## src/logic/reset_strap_pkg.sv

```systemverilog
package reset_strap_pkg;
  localparam int CLK_PERIOD_NS = 100;
  // Strap sample delay after reset release
  localparam int STRAP_DELAY_NS = 1500;
  localparam int STRAP_DELAY_CYC = (STRAP_DELAY_NS + CLK_PERIOD_NS - 1) / CLK_PERIOD_NS;
  localparam int STRAP_W = 8;
  localparam int CNT_W = 5;
  localparam logic [CNT_W-1:0] STRAP_DELAY_CNT = CNT_W'(STRAP_DELAY_CYC);
  localparam logic [STRAP_W-1:0] STRAP_RESET = 8'h00;
  localparam logic [1:0] SYNC_RESET = 2'h0;

  typedef enum logic [1:0] {ST_HELD, ST_WAIT, ST_SAMPLE, ST_RUN} seq_state_t;

  typedef struct packed {
    logic [STRAP_W-1:0] in;
    logic [STRAP_W-1:0] out;
    logic [STRAP_W-1:0] oe;
  } strap_pins_t;

  typedef struct packed {
    seq_state_t st;
    logic [CNT_W-1:0] cnt;
    logic [STRAP_W-1:0] mode;
    logic cfg_start;
    logic ready;
    logic park;
    logic [STRAP_W-1:0] tout;
    logic [STRAP_W-1:0] toe;
  } seq_regs_t;

  typedef struct packed {
    logic s1;
    logic s2;
  } sync_regs_t;
endpackage

```

## src/logic/level_sync.sv

```systemverilog
`timescale 1ns/100ps
module level_sync
  import reset_strap_pkg::*;
#(
  parameter logic INIT = 1'b0
) (
  // Clock and reset
  input wire logic clk,
  input wire logic rst,
  // Level
  input wire logic d,
  output logic q
);
  sync_regs_t r_r;
  sync_regs_t r_nxt;

  always_comb begin
    r_nxt.s1 = d;
    r_nxt.s2 = r_r.s1;
  end

  always_ff @(posedge clk) begin
    if (rst) begin
      r_r <= {INIT, INIT};
    end else begin
      r_r <= r_nxt;
    end
  end

  assign q = r_r.s2;
endmodule

```

## src/logic/reset_teststrap_park_control.sv

```systemverilog
`timescale 1ns/100ps
module reset_teststrap_park_control
  import reset_strap_pkg::*;
(
  // Clock and reset
  input wire logic CLOCK,
  input wire logic RESET,
  // Control inputs
  input wire logic POWER_ON_RESET_N,
  input wire logic FAST_PARK_N,
  input wire logic MANUFACTURING_TEST_ENABLE,
  input wire logic TEST_ACCESS_RESET_N,
  // Test strap pins
  input wire logic [STRAP_W-1:0] TEST_STRAP_PINS_IN,
  output logic [STRAP_W-1:0] TEST_STRAP_PINS_OUT,
  output logic [STRAP_W-1:0] TEST_STRAP_PINS_OE,
  // Internal test output data
  input wire logic [STRAP_W-1:0] TEST_OUT_DATA,
  // Status towards the core
  output logic CONFIG_START,
  output logic CORE_READY,
  output logic [STRAP_W-1:0] TEST_MODE,
  output logic TEST_HOLD,
  output logic FAST_PARK_REQ
);
  logic por_n_s;
  logic park_n_s;
  seq_regs_t r_r;
  seq_regs_t r_nxt;

  level_sync #(.INIT(1'b0)) u_por_sync (
    .clk(CLOCK),
    .rst(RESET),
    .d(POWER_ON_RESET_N),
    .q(por_n_s)
  );

  // Park sync resets inactive-high so a reset never fakes a park
  level_sync #(.INIT(1'b1)) u_park_sync (
    .clk(CLOCK),
    .rst(RESET),
    .d(FAST_PARK_N),
    .q(park_n_s)
  );

  always_comb begin
    r_nxt = r_r;
    r_nxt.cfg_start = 1'b0;
    if (!por_n_s) begin
      r_nxt.st = ST_HELD;
      r_nxt.cnt = '0;
      r_nxt.mode = STRAP_RESET;
      r_nxt.ready = 1'b0;
      r_nxt.park = 1'b0;
      r_nxt.tout = STRAP_RESET;
      r_nxt.toe = STRAP_RESET;
    end else begin
      case (r_r.st)
        ST_HELD: begin
          r_nxt.st = ST_WAIT;
          r_nxt.cfg_start = 1'b1;
          r_nxt.cnt = CNT_W'(1);
        end
        ST_WAIT: begin
          r_nxt.cnt = r_r.cnt + CNT_W'(1);
          if (r_r.cnt == STRAP_DELAY_CNT - CNT_W'(1)) begin
            r_nxt.st = ST_SAMPLE;
          end
        end
        ST_SAMPLE: begin
          r_nxt.mode = TEST_STRAP_PINS_IN;
          r_nxt.st = ST_RUN;
          r_nxt.toe = {STRAP_W{1'b1}};
          r_nxt.ready = 1'b1;
        end
        default: begin
          r_nxt.tout = TEST_OUT_DATA;
          r_nxt.park = ~park_n_s;
        end
      endcase
    end
  end

  always_ff @(posedge CLOCK) begin
    if (RESET) begin
      r_r <= '0;
    end else begin
      r_r <= r_nxt;
    end
  end

  assign CONFIG_START = r_r.cfg_start;
  assign CORE_READY = r_r.ready;
  assign TEST_MODE = r_r.mode;
  assign FAST_PARK_REQ = r_r.park;
  assign TEST_STRAP_PINS_OUT = r_r.tout;
  assign TEST_STRAP_PINS_OE = r_r.toe;
  // Either test input high keeps the core from starting normally
  assign TEST_HOLD = MANUFACTURING_TEST_ENABLE | TEST_ACCESS_RESET_N;

  // Checks watch the synchronised reset, as the sequencer does
  property p_held_quiet;
    @(posedge CLOCK) disable iff (RESET)
    !por_n_s |=> (!r_r.ready && !r_r.park && r_r.toe == '0);
  endproperty
  a_held_quiet: assert property (p_held_quiet) else $error("output active in reset");

  property p_oe_off;
    @(posedge CLOCK) disable iff (RESET)
    (!por_n_s && TEST_STRAP_PINS_OE == '0) |=> TEST_STRAP_PINS_OE == '0;
  endproperty
  a_oe_off: assert property (p_oe_off) else $error("strap pins driven in reset");

  property p_cfg_start;
    @(posedge CLOCK) disable iff (RESET)
    (por_n_s && r_r.st == ST_HELD) |=> CONFIG_START;
  endproperty
  a_cfg_start: assert property (p_cfg_start) else $error("no config start");

  // Fifteen cycles with reset released: the strap delay at the fixed clock
  property p_strap_time;
    @(posedge CLOCK) disable iff (RESET)
    $rose(CONFIG_START) && por_n_s ##1 por_n_s[*7] ##1 por_n_s[*7]
      |=> TEST_STRAP_PINS_OE == '1;
  endproperty
  a_strap_time: assert property (p_strap_time) else $error("strap sample late");

  property p_not_early;
    @(posedge CLOCK) disable iff (RESET)
    $rose(CONFIG_START)
      |-> (TEST_STRAP_PINS_OE == '0)[*8] ##1 (TEST_STRAP_PINS_OE == '0)[*7];
  endproperty
  a_not_early: assert property (p_not_early) else $error("strap sample early");

  property p_mode_held;
    @(posedge CLOCK) disable iff (RESET)
    (r_r.st == ST_RUN && por_n_s) |=> $stable(TEST_MODE) || !por_n_s;
  endproperty
  a_mode_held: assert property (p_mode_held) else $error("mode changed");

  property p_park;
    @(posedge CLOCK) disable iff (RESET)
    (r_r.st == ST_RUN && por_n_s && !park_n_s) |=> FAST_PARK_REQ || !$past(por_n_s);
  endproperty
  a_park: assert property (p_park) else $error("park missed");

  property p_park_sync;
    @(posedge CLOCK) disable iff (RESET)
    FAST_PARK_N [*3] |=> !FAST_PARK_REQ;
  endproperty
  a_park_sync: assert property (p_park_sync) else $error("park without input");

  property p_cfg_pulse;
    @(posedge CLOCK) disable iff (RESET)
    CONFIG_START |=> !CONFIG_START;
  endproperty
  a_cfg_pulse: assert property (p_cfg_pulse) else $error("config start too long");

  property p_cfg_once;
    @(posedge CLOCK) disable iff (RESET)
    CORE_READY |-> !CONFIG_START;
  endproperty
  a_cfg_once: assert property (p_cfg_once) else $error("config start repeated");

  property p_no_start_low;
    @(posedge CLOCK) disable iff (RESET)
    !por_n_s |=> !CONFIG_START;
  endproperty
  a_no_start_low: assert property (p_no_start_low) else $error("start while in reset");

  property p_held_clear;
    @(posedge CLOCK) disable iff (RESET)
    !por_n_s |=> (TEST_MODE == '0 && TEST_STRAP_PINS_OUT == '0);
  endproperty
  a_held_clear: assert property (p_held_clear) else $error("state kept in reset");

  property p_mode_capture;
    @(posedge CLOCK) disable iff (RESET)
    (r_r.st == ST_SAMPLE && por_n_s) |=> TEST_MODE == $past(TEST_STRAP_PINS_IN);
  endproperty
  a_mode_capture: assert property (p_mode_capture) else $error("straps not captured");

  // Pins switch to outputs all at once, together with ready
  property p_oe_ready;
    @(posedge CLOCK) disable iff (RESET)
    (TEST_STRAP_PINS_OE == '0 && !CORE_READY) || (TEST_STRAP_PINS_OE == '1 && CORE_READY);
  endproperty
  a_oe_ready: assert property (p_oe_ready) else $error("pin enable mismatch");

  property p_ready_stays;
    @(posedge CLOCK) disable iff (RESET)
    (CORE_READY && por_n_s) |=> CORE_READY;
  endproperty
  a_ready_stays: assert property (p_ready_stays) else $error("ready dropped");

  property p_tout_follow;
    @(posedge CLOCK) disable iff (RESET)
    (r_r.st == ST_RUN && por_n_s) |=> TEST_STRAP_PINS_OUT == $past(TEST_OUT_DATA);
  endproperty
  a_tout_follow: assert property (p_tout_follow) else $error("test output stale");

  property p_park_release;
    @(posedge CLOCK) disable iff (RESET)
    (r_r.st == ST_RUN && por_n_s && park_n_s) |=> !FAST_PARK_REQ;
  endproperty
  a_park_release: assert property (p_park_release) else $error("park stuck");

  // Park is ignored until startup has finished
  property p_no_park_early;
    @(posedge CLOCK) disable iff (RESET)
    r_r.st != ST_RUN |-> !FAST_PARK_REQ;
  endproperty
  a_no_park_early: assert property (p_no_park_early) else $error("park before startup");

  c_start: cover property (@(posedge CLOCK) disable iff (RESET) CONFIG_START);
  c_ready: cover property (@(posedge CLOCK) disable iff (RESET) $rose(CORE_READY));
  c_park: cover property (@(posedge CLOCK) disable iff (RESET) $rose(FAST_PARK_REQ));
  c_mode: cover property (@(posedge CLOCK) disable iff (RESET)
    $rose(CORE_READY) && TEST_MODE != '0);
endmodule

```

## config.mk

```make
export PLATFORM = sky130hd
export DESIGN_NAME = reset_teststrap_park_control
export DESIGN_NICKNAME = d
export VERILOG_FILES = /design/src/logic/reset_strap_pkg.sv /design/src/logic/level_sync.sv /design/src/logic/reset_teststrap_park_control.sv
export SDC_FILE = /design/constraint.sdc
export NUM_CORES = 1
export LEC_CHECK = 0
export BUFFER_PORTS_ARGS = -buffer_cell sky130_fd_sc_hd__buf_4
export CORE_ASPECT_RATIO = 0.75
export CORE_MARGIN = 2
export CORE_UTILIZATION = 52
export CTS_CLUSTER_SIZE = 20
export DETAILED_ROUTE_END_ITERATION = 7
export PLACE_DENSITY = 0.9
export SYNTH_ARGS = -nofsm -noshare
export SYNTH_HDL_FRONTEND = slang
export SYNTH_HIERARCHICAL = 1
export SYNTH_SLANG_ARGS = --single-unit
```

## constraint.sdc

```tcl
create_clock -name CLOCK -period 3.8 [get_ports CLOCK]
set_input_delay 1.14 -clock CLOCK [delete_from_list [all_inputs] [get_ports CLOCK]]
set_output_delay 1.14 -clock CLOCK [all_outputs]
set_load 0.01 [all_outputs]
```

==> results.md <==
- Yosys cell types: 26
- Crit Path Class: in -> out
- Synth warn: 6
- Fin. max-slew vios: 0
- Clk Latency, worst-skew pair: 0.33 ns
- Clock Tree Buf Depth: 2
- CTS H-tree depth: 2
- Dpl hpwl: 1968 µm
- Cts bufs inserted: 5
- Number of global-route vias before repair: 964
- Maxcap violations: 0
- CTS tree: yes
- Fmax: 0.3561 GHz
- Die height: 48.74 µm
- Status: complete, no violations
- Initial Util: 53.73%
- Post-CTS Setup Bufs: 0
- Top post-synthesis cells by area: dfxtp_1, buf_4, mux2i_1
- Final Setup Violations: 0
- Drt pass-1 iters: 4
- Routed via count: 1,002
- Global-route wire length before repair: 4167 µm
- Final Wtd Congestion: 0.7029
- Leakage: 0.6778 nW
- Arrival @ worst endpoint: 1.67 ns
- Slowest-stage cell, CP: or2_2
- Crit-path most repeated cell: buf_4
- Fin util: 63.37%
- Xor/xnor share of the synthesized area: 0%
- Critical path required time: 2.66 ns
- Share of cells above drive strength 1: 33.93%
- Reg2reg start: r_r[33]
- Setup_tns: 0 ns
- Worst slew pin tran: 0.8873 ns
- Routed length per instance: 12.66 µm
- Final Cycle Share: 73.91%
- Max VDD drop: 0.0002400 V
- Final worst setup slack: 0.9915 ns
- DR iter-0 viols: 26
- Leading area contributor after synthesis: dfxtp_1
- Sequential area share after synthesis: 43.28%
- Vias/cell: 4.912
- Final WL: 2583 µm
- Clock Sinks: 30
- Post-cts resize count: 0
- Max-slew headroom: 40.85%
- Setup Slack @ Placement: 0.9903 ns
- Drt drc: 0
- Max incr delay on CP: 0.28 ns
- Startpoint Class: input pin
- I/O pin count: 50
- Max FO, Critical Path: 1
- Clock root cell: clkbuf_4
- RSZ-0062 raised after global routing: no
- Area share of fa/ha/maj cells after synthesis: 6.312%
- GRT Residual Overflow: 0
- Die area: 3102 µm²
- Multiplexer area fraction after synthesis: 11.54%
- Simple-Gate Fraction of Synth Area: 14.97%
- CTS Hold Buffers Added: 0
- Power per cell area: 315.6 nW/µm²
- Synth Area in Compound Gates: 7.484%
- Min-delay src: u_park_sync/r_nxt[0]
- Commonest non-fill, non-tap cell in the layout: buf_4
- Initial antenna violation count: 0
- Std cell rows: 16
- Synthesis-to-layout area growth: 17.94%
- I/O Buffers: 49
- Post-synthesis register bit count: 30
- Post-synthesis instance area: 1388 µm²
- Hold Fails Final Rpt: 0
- Die width: 63.65 µm
- Area share of the largest cell type after synthesis: 43.28%
- Mapped Cells: 142
- Syn_nets: 171
- Final Skew: 0.008970 ns
- Fin Hold WS: 0.4180 ns
- Cell Chain, Critical Path: buf_4, or2_2, buf_4
- Avg Synthesized Cell Area: 9.772 µm²
- Pin count of the biggest net entering global routing: 25
- Endpoint type of the worst setup path: output port
- Core area: 2582 µm²
- Reg-to-reg setup timing slack: 2.15 ns
- Crit path time final: 2.809 ns
- CTS clk-pin slew, worst paths: 0.09 ns
- Worst Setup SP: TEST_ACCESS_RESET_N
- Overall global routing resource usage: 17.72%
- Antenna Cells: 0
- Final #Nets: 197
- DRT antenna net count: 0
- Largest family of logic cells by synthesized area: buffers and inverters
- Commonest cells after routing, fill and taps aside: buf_4, dfxtp_1, nor2_1
- Hold WC Path Type: reg -> reg
-- cell type report --
cell class | instances | area [µm²]
Fill cell | 217 | 945.9
Clock buffer | 7 | 45.04
Multi-Input combinational cell | 77 | 559.3
Timing Repair Buffer | 49 | 367.9
Tap cell | 36 | 45.04
Sequential cell | 30 | 600.6
Inverter | 5 | 18.77
-- per-stage QoR --
| stage | instances | power [mW] | area [µm²] |
|---|---|---|---|
| detailed placement | 197 | 0.3551 | 1592 |
| global placement | 197 | 0.3535 | 1592 |
| floorplan | 142 | 0.3351 | 1388 |
| global route | 204 | 0.5387 | 1637 |
| finish | 204 | 0.5165 | 1637 |
| CTS | 204 | 0.5204 | 1637 |
-- cell families (layout without fill, tap and decap cells) --
kind of cell	count (synthesis)	count (layout)
AND/OR/NAND/NOR	41	41
flip-flops	30	30
adder cells (fa/ha/maj)	7	7
AO/OA/AOI/OAI	13	13
buffers and inverters	35	61
multiplexers	16	16
-- where the power goes --
part | switching [mW] | leakage (nW) | total (mW) | internal, mW
sequential | 0.00157 | 0.243 | 0.318 | 0.317
combinational | 0.0103 | 0.410 | 0.0292 | 0.0189
clock | 0.0993 | 0.0254 | 0.169 | 0.0696
-- path summary, 6_finish.rpt --
kind / endpoint / cells after the start
worst max-delay path: TEST_HOLD / 3
worst min-delay path: u_park_sync/q / 1
worst max register to register: r_r[33] / 4
worst min register to register: u_park_sync/q / 1
-- worst max-delay path, delay by kind of cell --
| kind | cells | cell delay, ns |
|---|---|---|
| and+or+nand+nor | 1 | 0.28 |
| buffers and inverters | 2 | 0.24 |
-- Yosys cell counts --
library cell	n
or2_1	2
dfxtp_1	30
a21oi_1	1
nor2b_1	3
mux2i_1	16
nand2_1	2
a21o_1	1
and2_1	1
nand3_1	3
nand4b_2	1
buf_4	24
a211oi_1	4
a32oi_1	1
nand4_1	1
clkbuf_2	1
inv_1	5
clkbuf_1	1
o22a_1	1
or2_2	2
a41oi_1	2
nor2_1	21
buf_2	4
nand2b_1	4
ha_1	7
nor4bb_1	1
a311oi_1	3
-- metal layers --
layer	track usage [%]	wire (µm)
met1	19.35	1096
met5	0	0
met3	5.814	157
met2	31.40	1305
met4	7.609	23
Note: power is estimated with default switching activity, not from simulation.
